File: src/rtl/tcc_pkg.sv
// Package for the 16-bit timer counter with input capture
package tcc_pkg;

  // I/O location offsets on the 8-bit data bus
  localparam int ADDR_W = 6;
  localparam logic [ADDR_W-1:0] OFF_CTRL_A = 6'h00;
  localparam logic [ADDR_W-1:0] OFF_CTRL_B = 6'h01;
  localparam logic [ADDR_W-1:0] OFF_COUNT_LOW = 6'h02;
  localparam logic [ADDR_W-1:0] OFF_COUNT_HIGH = 6'h03;
  localparam logic [ADDR_W-1:0] OFF_CAPTURE_LOW = 6'h04;
  localparam logic [ADDR_W-1:0] OFF_CAPTURE_HIGH = 6'h05;
  localparam logic [ADDR_W-1:0] OFF_FLAGS = 6'h06;
  localparam logic [ADDR_W-1:0] OFF_IRQ_MASK = 6'h07;

  // Field positions
  localparam int CTRLA_WGM_LO = 0;    // waveform_mode_field[1:0] at [1:0]
  localparam int CTRLB_CS_LO = 0;     // clock_select_field at [2:0]
  localparam int CTRLB_WGM_HI = 3;    // waveform_mode_field[3:2] at [4:3]
  localparam int CTRLB_EDGE = 6;      // 1 = rising edge triggers capture
  localparam int CTRLB_NOISE = 7;     // noise_filter_enable
  localparam int FLAG_OVF = 0;        // overflow_flag / its enable
  localparam int FLAG_CAP = 5;        // capture_flag / capture_irq_enable

  // Values after reset
  localparam logic [7:0] CTRL_A_RST = 8'h00;
  localparam logic [7:0] CTRL_B_RST = 8'h00;
  localparam logic [7:0] MASK_RST = 8'h00;
  localparam logic [15:0] COUNT_RST = 16'h0000;
  localparam logic [15:0] CAPTURE_RST = 16'h0000;

  // Counter limits
  localparam logic [15:0] COUNT_MAX = 16'hFFFF;
  localparam logic [15:0] TOP_8BIT = 16'h00FF;
  localparam logic [15:0] TOP_9BIT = 16'h01FF;
  localparam logic [15:0] TOP_10BIT = 16'h03FF;
  localparam logic [2:0] CS_STOPPED = 3'h0;

  // Noise canceler depth in system clock samples
  localparam int NOISE_SAMPLES = 4;

  // Processor access carried as one bundle
  typedef struct packed {
    logic wr;
    logic rd;
    logic [ADDR_W-1:0] addr;
    logic [7:0] wdata;
  } tcc_io_req_t;

endpackage

File: src/rtl/tcc_timer16.sv
// 16-bit up/down timer counter with input capture unit and 8-bit register access
`timescale 1ns/10ps

module tcc_timer16 (
  input wire logic core_clk,
  input wire logic arst_n,
  input tcc_pkg::tcc_io_req_t io_req,
  output logic [7:0] io_rdata,
  input wire logic timer_tick,
  input wire logic capture_pin,
  input wire logic comparator_output,
  input wire logic comparator_capture_select,
  input wire logic [15:0] compare_a_top,
  input wire logic capture_irq_ack,
  input wire logic overflow_irq_ack,
  output logic capture_irq,
  output logic overflow_irq,
  output logic [15:0] count_value,
  output logic count_down,
  output logic top_hit,
  output logic bottom_hit
);
  import tcc_pkg::*;

  logic [7:0] ctrl_a_reg;
  logic [7:0] ctrl_b_reg;
  logic [7:0] mask_reg;
  logic [7:0] temp_reg;
  logic [15:0] count_reg;
  logic [15:0] count_next;
  logic [15:0] capture_reg;
  logic dir_down_reg;
  logic dir_down_next;
  logic ovf_flag_reg;
  logic cap_flag_reg;
  logic [1:0] pin_sync_reg;
  logic [1:0] cmp_sync_reg;
  logic [NOISE_SAMPLES-2:0] sample_reg;
  logic [NOISE_SAMPLES-1:0] filt_window;
  logic filt_reg;
  logic edge_prev_reg;
  logic [3:0] wgm;
  logic [15:0] top_val;
  logic tick_en;
  logic wr_count_low;
  logic wr_capture_low;
  logic trig_src;
  logic edge_in;
  logic edge_hit;
  logic capture_evt;
  logic ovf_evt;
  logic at_top;
  logic at_bottom;
  logic wr_high_byte;
  logic rd_count_low;
  logic rd_capture_low;
  logic clr_ovf_wr;
  logic clr_cap_wr;

  // Modes whose top value comes from the capture register
  function automatic logic mode_icr_top(input logic [3:0] m);
    return (m == 4'h8) || (m == 4'hA) || (m == 4'hC) || (m == 4'hE);
  endfunction

  // Dual-slope modes turn around at top and bottom
  function automatic logic mode_dual(input logic [3:0] m);
    return ((m >= 4'h1) && (m <= 4'h3)) || ((m >= 4'h8) && (m <= 4'hB));
  endfunction

  // Clear-on-match modes flag overflow at maximum, not at top
  function automatic logic mode_ctc(input logic [3:0] m);
    return (m == 4'h4) || (m == 4'hC);
  endfunction

  // Top value per mode
  function automatic logic [15:0] mode_top(input logic [3:0] m, input logic [15:0] icr,
                                           input logic [15:0] ocra);
    case (m)
      4'h1, 4'h5: return TOP_8BIT;
      4'h2, 4'h6: return TOP_9BIT;
      4'h3, 4'h7: return TOP_10BIT;
      4'h4, 4'h9, 4'hB, 4'hF: return ocra;
      4'h8, 4'hA, 4'hC, 4'hE: return icr;
      default: return COUNT_MAX;
    endcase
  endfunction

  // One access of the given kind to one location
  function automatic logic bus_hit(input tcc_io_req_t r, input logic is_wr,
                                   input logic [ADDR_W-1:0] a);
    return (is_wr ? r.wr : r.rd) && (r.addr == a);
  endfunction

  // Mode field split across both control registers
  assign wgm = {ctrl_b_reg[CTRLB_WGM_HI+1:CTRLB_WGM_HI],
                ctrl_a_reg[CTRLA_WGM_LO+1:CTRLA_WGM_LO]};
  assign top_val = mode_top(wgm, capture_reg, compare_a_top);
  // Prescaler outside delivers the tick; a stopped select masks it
  assign tick_en = timer_tick && (ctrl_b_reg[CTRLB_CS_LO+2:CTRLB_CS_LO] != CS_STOPPED);
  assign at_top = (count_reg == top_val);
  assign at_bottom = (count_reg == 16'h0000);

  // Low-byte writes commit the whole 16-bit word
  assign wr_count_low = bus_hit(io_req, 1'b1, OFF_COUNT_LOW);
  assign wr_capture_low = bus_hit(io_req, 1'b1, OFF_CAPTURE_LOW)
                          && mode_icr_top(wgm);
  // Either high location loads the shared latch; low reads refill it
  assign wr_high_byte = bus_hit(io_req, 1'b1, OFF_COUNT_HIGH) ||
                        bus_hit(io_req, 1'b1, OFF_CAPTURE_HIGH);
  assign rd_count_low = bus_hit(io_req, 1'b0, OFF_COUNT_LOW);
  assign rd_capture_low = bus_hit(io_req, 1'b0, OFF_CAPTURE_LOW);
  // Flag writes only clear, and only where a one is written
  assign clr_ovf_wr = bus_hit(io_req, 1'b1, OFF_FLAGS) && io_req.wdata[FLAG_OVF];
  assign clr_cap_wr = bus_hit(io_req, 1'b1, OFF_FLAGS) && io_req.wdata[FLAG_CAP];

  // Control and mask registers
  always_ff @(posedge core_clk or negedge arst_n) begin
    if (!arst_n) begin
      ctrl_a_reg <= CTRL_A_RST;
      ctrl_b_reg <= CTRL_B_RST;
      mask_reg <= MASK_RST;
    end else if (io_req.wr) begin
      case (io_req.addr)
        OFF_CTRL_A: ctrl_a_reg <= io_req.wdata;
        OFF_CTRL_B: ctrl_b_reg <= io_req.wdata;
        OFF_IRQ_MASK: mask_reg <= io_req.wdata;
        default: ;
      endcase
    end
  end

  // Shared high-byte latch for both 16-bit registers
  always_ff @(posedge core_clk or negedge arst_n) begin
    if (!arst_n) begin
      temp_reg <= 8'h00;
    end else if (wr_high_byte) begin
      temp_reg <= io_req.wdata;
    end else if (rd_count_low) begin
      temp_reg <= count_reg[15:8];
    end else if (rd_capture_low) begin
      temp_reg <= capture_reg[15:8];
    end
  end

  // Next count and direction per mode
  always_comb begin
    count_next = count_reg;
    dir_down_next = dir_down_reg;
    if (wr_count_low) begin
      // Write wins over any tick, stopped or not
      count_next = {temp_reg, io_req.wdata};
    end else if (tick_en) begin
      if (mode_dual(wgm)) begin
        // Turn round going up at top and going down at zero
        if (!dir_down_reg && at_top) begin
          dir_down_next = 1'b1;
          count_next = count_reg - 16'h0001;
        end else if (dir_down_reg && at_bottom) begin
          dir_down_next = 1'b0;
          count_next = count_reg + 16'h0001;
        end else if (dir_down_reg) begin
          count_next = count_reg - 16'h0001;
        end else begin
          count_next = count_reg + 16'h0001;
        end
      end else begin
        // Single slope always counts up; a left-over down state is dropped
        dir_down_next = 1'b0;
        if (at_top) begin
          count_next = COUNT_RST;
        end else begin
          count_next = count_reg + 16'h0001;
        end
      end
    end
  end

  // Counter and direction state
  always_ff @(posedge core_clk or negedge arst_n) begin
    if (!arst_n) begin
      count_reg <= COUNT_RST;
      dir_down_reg <= 1'b0;
    end else begin
      count_reg <= count_next;
      dir_down_reg <= dir_down_next;
    end
  end

  // Overflow point: bottom in dual slope, max in clear-on-match, else top
  always_comb begin
    if (mode_dual(wgm)) begin
      ovf_evt = tick_en && dir_down_reg && at_bottom;
    end else if (mode_ctc(wgm)) begin
      ovf_evt = tick_en && (count_reg == COUNT_MAX);
    end else begin
      ovf_evt = tick_en && at_top;
    end
  end

  // Overflow flag; a new event wins over a clear in the same cycle
  always_ff @(posedge core_clk or negedge arst_n) begin
    if (!arst_n) begin
      ovf_flag_reg <= 1'b0;
    end else if (ovf_evt) begin
      ovf_flag_reg <= 1'b1;
    end else if (overflow_irq_ack || clr_ovf_wr) begin
      ovf_flag_reg <= 1'b0;
    end
  end

  // Two-flop synchronisers; first stage feeds only the second
  always_ff @(posedge core_clk or negedge arst_n) begin
    if (!arst_n) begin
      pin_sync_reg <= 2'b00;
      cmp_sync_reg <= 2'b00;
    end else begin
      pin_sync_reg <= {pin_sync_reg[0], capture_pin};
      cmp_sync_reg <= {cmp_sync_reg[0], comparator_output};
    end
  end

  // Source switch can itself look like an edge
  assign trig_src = comparator_capture_select ? cmp_sync_reg[1] : pin_sync_reg[1];

  // Window holds the live level too, so the filter costs four cycles, not five
  assign filt_window = {sample_reg, trig_src};

  // Noise canceler on system clock, independent of the prescaler
  always_ff @(posedge core_clk or negedge arst_n) begin
    if (!arst_n) begin
      sample_reg <= '0;
      filt_reg <= 1'b0;
    end else begin
      sample_reg <= {sample_reg[NOISE_SAMPLES-3:0], trig_src};
      if (&filt_window) begin
        filt_reg <= 1'b1;
      end else if (~|filt_window) begin
        filt_reg <= 1'b0;
      end
    end
  end

  // Edge detector input, filtered or direct
  assign edge_in = ctrl_b_reg[CTRLB_NOISE] ? filt_reg : trig_src;

  // Edge history resets to the synchroniser level, so reset makes no edge
  always_ff @(posedge core_clk or negedge arst_n) begin
    if (!arst_n) begin
      edge_prev_reg <= 1'b0;
    end else begin
      edge_prev_reg <= edge_in;
    end
  end

  // Sense the edge chosen in control B; inputs idle while capture defines top
  assign edge_hit = ctrl_b_reg[CTRLB_EDGE] ? (edge_in && !edge_prev_reg)
                                           : (!edge_in && edge_prev_reg);
  assign capture_evt = edge_hit && !mode_icr_top(wgm);

  // Capture register: events overwrite unread data, writes only in top modes
  always_ff @(posedge core_clk or negedge arst_n) begin
    if (!arst_n) begin
      capture_reg <= CAPTURE_RST;
    end else if (capture_evt) begin
      capture_reg <= count_reg;
    // Never both at once: writes need a top mode, which idles the input
    end else if (wr_capture_low) begin
      capture_reg <= {temp_reg, io_req.wdata};
    end
  end

  // Capture flag; set wins over write-one clear and service clear
  always_ff @(posedge core_clk or negedge arst_n) begin
    if (!arst_n) begin
      cap_flag_reg <= 1'b0;
    end else if (capture_evt) begin
      cap_flag_reg <= 1'b1;
    end else if (capture_irq_ack) begin
      cap_flag_reg <= 1'b0;
    end else if (clr_cap_wr) begin
      cap_flag_reg <= 1'b0;
    end
  end

  // Read data registered; high locations return the latch, not live bits
  always_ff @(posedge core_clk or negedge arst_n) begin
    if (!arst_n) begin
      io_rdata <= 8'h00;
    end else if (io_req.rd) begin
      case (io_req.addr)
        OFF_CTRL_A: io_rdata <= ctrl_a_reg;
        OFF_CTRL_B: io_rdata <= ctrl_b_reg;
        OFF_COUNT_LOW: io_rdata <= count_reg[7:0];
        OFF_COUNT_HIGH: io_rdata <= temp_reg;
        OFF_CAPTURE_LOW: io_rdata <= capture_reg[7:0];
        OFF_CAPTURE_HIGH: io_rdata <= temp_reg;
        // Flag byte built from the two flag positions
        OFF_FLAGS: io_rdata <= 8'(({7'h00, cap_flag_reg} << FLAG_CAP) |
                                  ({7'h00, ovf_flag_reg} << FLAG_OVF));
        OFF_IRQ_MASK: io_rdata <= mask_reg;
        default: io_rdata <= 8'h00;
      endcase
    end
  end

  // Requests held while flag and enable both set
  assign capture_irq = cap_flag_reg && mask_reg[FLAG_CAP];
  assign overflow_irq = ovf_flag_reg && mask_reg[FLAG_OVF];

  // Status toward compare and waveform units
  assign count_value = count_reg;
  assign count_down = dir_down_reg;
  assign top_hit = at_top;
  assign bottom_hit = at_bottom;

endmodule

File: config.mk
export PLATFORM = sky130hd
export DESIGN_NAME = tcc_timer16
export DESIGN_NICKNAME = d
export VERILOG_FILES = /design/src/rtl/tcc_pkg.sv /design/src/rtl/tcc_timer16.sv
export SDC_FILE = /design/constraint.sdc
export NUM_CORES = 1
export LEC_CHECK = 0
export ABC_AREA = 1
export BUFFER_PORTS_ARGS = -buffer_cell sky130_fd_sc_hd__buf_2
export CORE_ASPECT_RATIO = 1.75
export CORE_UTILIZATION = 25
export CTS_CLUSTER_DIAMETER = 50
export DETAILED_ROUTE_END_ITERATION = 8
export GPL_TIMING_DRIVEN = 0
export PLACE_DENSITY_LB_ADDON = 0.1
export SLEW_MARGIN = 0
export SYNTH_ARGS = -nofsm -noshare
export SYNTH_HDL_FRONTEND = slang
export SYNTH_SLANG_ARGS = --single-unit
File: constraint.sdc
create_clock -name core_clk -period 3.5 [get_ports core_clk]
set_input_delay 0.175 -clock core_clk [delete_from_list [all_inputs] [get_ports core_clk]]
set_output_delay 0.175 -clock core_clk [all_outputs]
set_load 0.01 [all_outputs]
Word level (Yosys, flattened, before mapping)

Index checks and enable logic that the tools add are counted.

Register bits: 84
Input bits: 40
Output and inout bits: 29
Word-level logic and storage cells: 132

Add/sub/neg operators: 2
Magnitude comparators: 4
Eq/ne operators: 25
Muxes and demuxes: 29
Bitwise gates (word level): 2
Reductions and logical operators: 55

Operators by type and width:

| cell                    | count |
|---|---|
| $mux W16                | 9 |
| $pmux W16 S5            | 1 |
| $pmux W8 S7             | 1 |
| $eq A4 B4 Y1 const B    | 7 |
| $eq A6 B3 Y1 const B    | 4 |
| $logic_and A1 B1 Y1     | 24 |
| $mux W8                 | 3 |
| $add A16 B1 Y16 const B | 1 |
| $eq A16 B16 Y1          | 1 |
| $eq A16 B16 Y1 const B  | 1 |
| $eq A4 B3 Y1 const B    | 4 |
| $logic_not A16 Y1       | 1 |
| $sub A16 B1 Y16 const B | 1 |
| $mux W1                 | 15 |
| $eq A6 B2 Y1 const B    | 2 |
| $reduce_or A4 Y1        | 3 |
| $reduce_bool A3 Y1      | 3 |
| $eq A4 B2 Y1 const B    | 2 |
| $reduce_or A2 Y1        | 4 |
| $logic_or A1 B1 Y1      | 7 |
| $eq A6 B1 Y1 const B    | 1 |
| $logic_not A6 Y1        | 1 |
| $or A6 B1 Y6            | 1 |
| $reduce_and A2 Y1       | 3 |
| other kinds (12)        | 17 |

Depth between registers and ports, before layout

Depth after elaboration: 9
Mapped depth: 19
Mapped depth without buffers: 17

Least setup slack after synthesis

Ideal clock, no wire load.

Kind: reg2reg
From: register count_reg[4] (netlist: count_value[4])
To: register count_reg[15] (netlist: count_value[15])
Setup time: 0.116 ns
Arrival: 2.073 ns
Data required time: 3.384 ns
Path slack: 1.311 ns
Cell stages (with the launch flop): 16
Path buffers: 1
Period minus slack after synthesis: 2.189 ns
Cell sequence: dfrtp_1 > clkbuf_1 > nor2_1 > nand2_1 > nor2_1 > nand4_1 > or2_2 > xor2_1 > nand2_1 > nand2_1 > inv_1 > nand2_1 > nand3_1 > nand2_1 > nand2_1 > nand2_1

Cells in the longest elaborated chain, start to end: 7
Elaborated cells between the ends (all ways): 13
Classes of those cells: add/sub: 2; eq/ne: 1; mux: 7; reduce/logical: 3

RTL lines:

| what                                            | RTL line                                                   | source |
|---|---|---|
| start: declaration                              | tcc_timer16.sv:29                                          | `logic [15:0] count_reg;` |
| start signal: assignment                        | tcc_timer16.sv:184                                         | `count_reg <= count_next;` |
| $add A16 B1 Y16, or another cell as far along   | tcc_timer16.sv:160, tcc_timer16.sv:164, tcc_timer16.sv:172 |  |
| $mux W16 or $logic_and A1 B1 Y1 (tied branches) | tcc_timer16.sv:161, tcc_timer16.sv:158                     |  |
| $mux W16                                        | tcc_timer16.sv:158                                         | `end else if (dir_down_reg && at_bottom) begin` |
| $mux W16                                        | tcc_timer16.sv:155                                         | `if (!dir_down_reg && at_top) begin` |
| $mux W16 *                                      | tcc_timer16.sv:153                                         | `if (mode_dual(wgm)) begin` |
| $mux W16 *                                      | tcc_timer16.sv:152                                         | `end else if (tick_en) begin` |
| $mux W16 *                                      | tcc_timer16.sv:149                                         | `if (wr_count_low) begin` |

Every way passes the cells marked *; elsewhere a longest branch is shown, timed or not. The select of a mux whose other input is x is not followed.
A chain may end at the register's enable or synchronous reset.

Worst setup path in the final report

From: register count_reg[0] (netlist: count_value[0])
To: register count_reg[6] (netlist: count_value[6])

The elaborated chain is that of the path after synthesis.

==> reports/qor.csv <==
metric,value,unit
Placeable Area,0.0232,sq mm
Clock Pin Slew Worst Setup and Hold Paths,80,ps
RSZ-0062 raised after global routing,false,
number of DRC markers in iteration 0,452,
Tcrit/Tclk final,89.5,%
Max VDD drop,203,uV
Max Buffers Root-to-Sink,2,
Seq pwr share,30.4,%
max-slew violations,0,
internal power consumption,2490,uW
WS Path Type,flop to flop,
Sequential Area,0.00210,sq mm
Worst-Skew Late Latency,360,ps
vias in the first global route,6335,
Layout area overhead,18.3,%
CP max FO,10,
# DRC,0,
Critical Path AT,3390,ps
DRT Pass-1 Iters,5,
most frequent cells in the layout,"nand2_1 (255), inv_1 (106), dfrtp_1 (84)",
WHS Path Cells,3,
top cell type's share of synthesized area,35.7,%
routability cong.,0.914,
"EDFF count, synth",0,
Num Clock Sinks,84,
final setup violation count,0,
CP startpoint kind,flop,
sw power,2410,uW
R2R depth,14,
"area leader, netlist",dfrtp_1,
fmax,319,MHz
setup slack after layout,369,ps
Slew HR,46.0,%
placed cells,1243,
Post-CTS Resized,0,
Root Buffer,clkbuf_16,
# fillers,2605,
Setup Skew,15.3,ps
Routed Wire Length,25800,um
final core utilization,30.0,%
fin cells,1264,
Async SR Flop Fraction,100,%
predominant post-synthesis flop cell,dfrtp_1,
Starting Density,25.3,%
Comb pwr share,50.1,%
WL per Instance,20.4,um
"leading cell type in the layout, fill and taps excluded",nand2_1,
CP Capture Type,flop,
Final Net Count,998,
via count,6321,
average size of a mapped cell,6.77,sq um
std cell rows,74,
layout cells sized above 1,11.6,%
die area,0.0242,sq mm
Buffers on Ports,68,
Syn Inst Count,870,
max-cap violations,0,
Clk pwr share,19.5,%
global route overflow,0,
Sum Neg Setup Slack,0,ps
Leak,0.00345,uW
CTS tree,built,
Vias per Instance,5.00,
dpl hpwl,20700,um
io pins,69,
outcome,"finished, final reports clean",
Power Dens Cells,704,mW/mm^2
Unique masters post-synth,41,
chip height,205,um
area of the multi-input gates,0.00319,sq mm
Ys Warns,0,
initial antenna violation count,0,
data required time of the worst path,3760,ps
Place WS,368,ps
CTS Buf Count,9,
setup bufs post-CTS,0,
Hold Crit Class,input pin to flop,
top post-synthesis cells by area,"dfrtp_1 (36%), nand2_1 (16%), inv_1 (6.8%)",
largest net degree at the start of global routing,62,
H-tree Lvls,3,
Post-Syn Area,0.00589,sq mm
Min Hold Slack,93.8,ps
register area share after synthesis,35.7,%
Net Sw Frac,49.2,%
Final Hold Violating Endpoints,0,
"FF+latch count, synth",84,
syn nets,913,
Tmin final,3130,ps
first-pass GRT wire length,38700,um
Antenna Nets Post-Route,0,
GRT Overall Usage,22.1,%
Slew @ Worst Pin,803,ps
Ant. Diodes,0,
Die X,118,um
[cell type report]
cell class,instances,share of cell area (%)
Buffer,36,2.57
Multi-Input combinational cell,638,45.7
Timing Repair Buffer,74,6.03
Clock inverter,4,0.467
Inverter,112,6.03
Clock buffer,12,3.54
Tap cell,304,5.46
Sequential cell,84,30.2
[critical path: stages, from the launching register on]
cell	delay, ps
dfrtp_1	480
inv_1	300
ha_1	210
nand2_1	50
nor3_1	350
nand4_1	200
nand2_1	430
clkbuf_1	460
nand2_1	110
o21ai_0	100
nand2_1	70
nand3_1	60
nand2_1	100
nand2_1	70
nand2_1	40
[cell families after synthesis]
kind of cell               count (synthesis)  share of synthesized area (%)
and+or+nand+nor                          459                           34.4
AOI/OAI and AO/OA                        155                           15.9
buffers and inverters                    148                           10.2
DFF                                       84                           35.7
xor gates and xnor gates                  19                           2.83
adders and majority gates                  3                          0.637
muxes                                      2                          0.361
[cells in the mapped netlist, drive strengths merged, types with 5 or more instances]
cell	n
nor2	65
a221oi	6
o221ai	16
nor4	5
nand3	75
dfrtp	84
clkbuf	25
nand4	41
xor2	17
a21o	5
o211ai	10
buf	11
a21oi	31
nor3	9
inv	109
nand2	261
o22ai	11
o21ai	66
[layer usage]
metal / up-vias / global-route usage [%] / part of all wire, %
met3: 60 / 2.17 / 2.8
met5: - / 0 / 0
li1: 3076 / - / -
met4: 0 / 12.8 / 5.0
met1: 3009 / 22.3 / 36
met2: 176 / 43.3 / 56
[stage by stage]
stage / area [sq um] / total power (uW)
CTS: 6970 / 4940
global placement: 6610 / 3950
global route: 6970 / 5290
finish: 6970 / 4910
detailed placement: 6640 / 3960
floorplan: 5890 / 3050
[power by group through the flow]
stage	Clock, uW	Combinational (uW)	Sequential (uW)
6_report	955	2460	1490
3_3_place_gp	0	2440	1510
5_1_grt	1010	2750	1520
4_1_cts	981	2460	1490
3_5_place_dp	0	2450	1510
2_1_floorplan	0	1620	1430
[worst paths after layout]
check / end / slack (ps) / from
worst max-delay path: count_value[6]$_DFFE_PN0P_ / 370 / count_value[0]$_DFFE_PN0P_
worst min-delay path: io_rdata[0]$_DFFE_PN0P_ / 90 / io_req[14]
worst max register to register: count_value[6]$_DFFE_PN0P_ / 370 / count_value[0]$_DFFE_PN0P_
worst min register to register: cmp_sync_reg[1]$_DFF_PN0_ / 350 / cmp_sync_reg[0]$_DFF_PN0_
max in group asynchronous: count_value[13]$_DFFE_PN0P_ / 2540 / arst_n
min in group asynchronous: mask_reg[5]$_DFFE_PN0P_ / 290 / arst_n
[timing repair]
action / in CTS / in global routing
hold endpoints to repair: 27 / 0
hold buffers: 5 / 0
setup endpoints to repair: 0 / 0
Note: power is estimated with default switching activity, not from simulation.
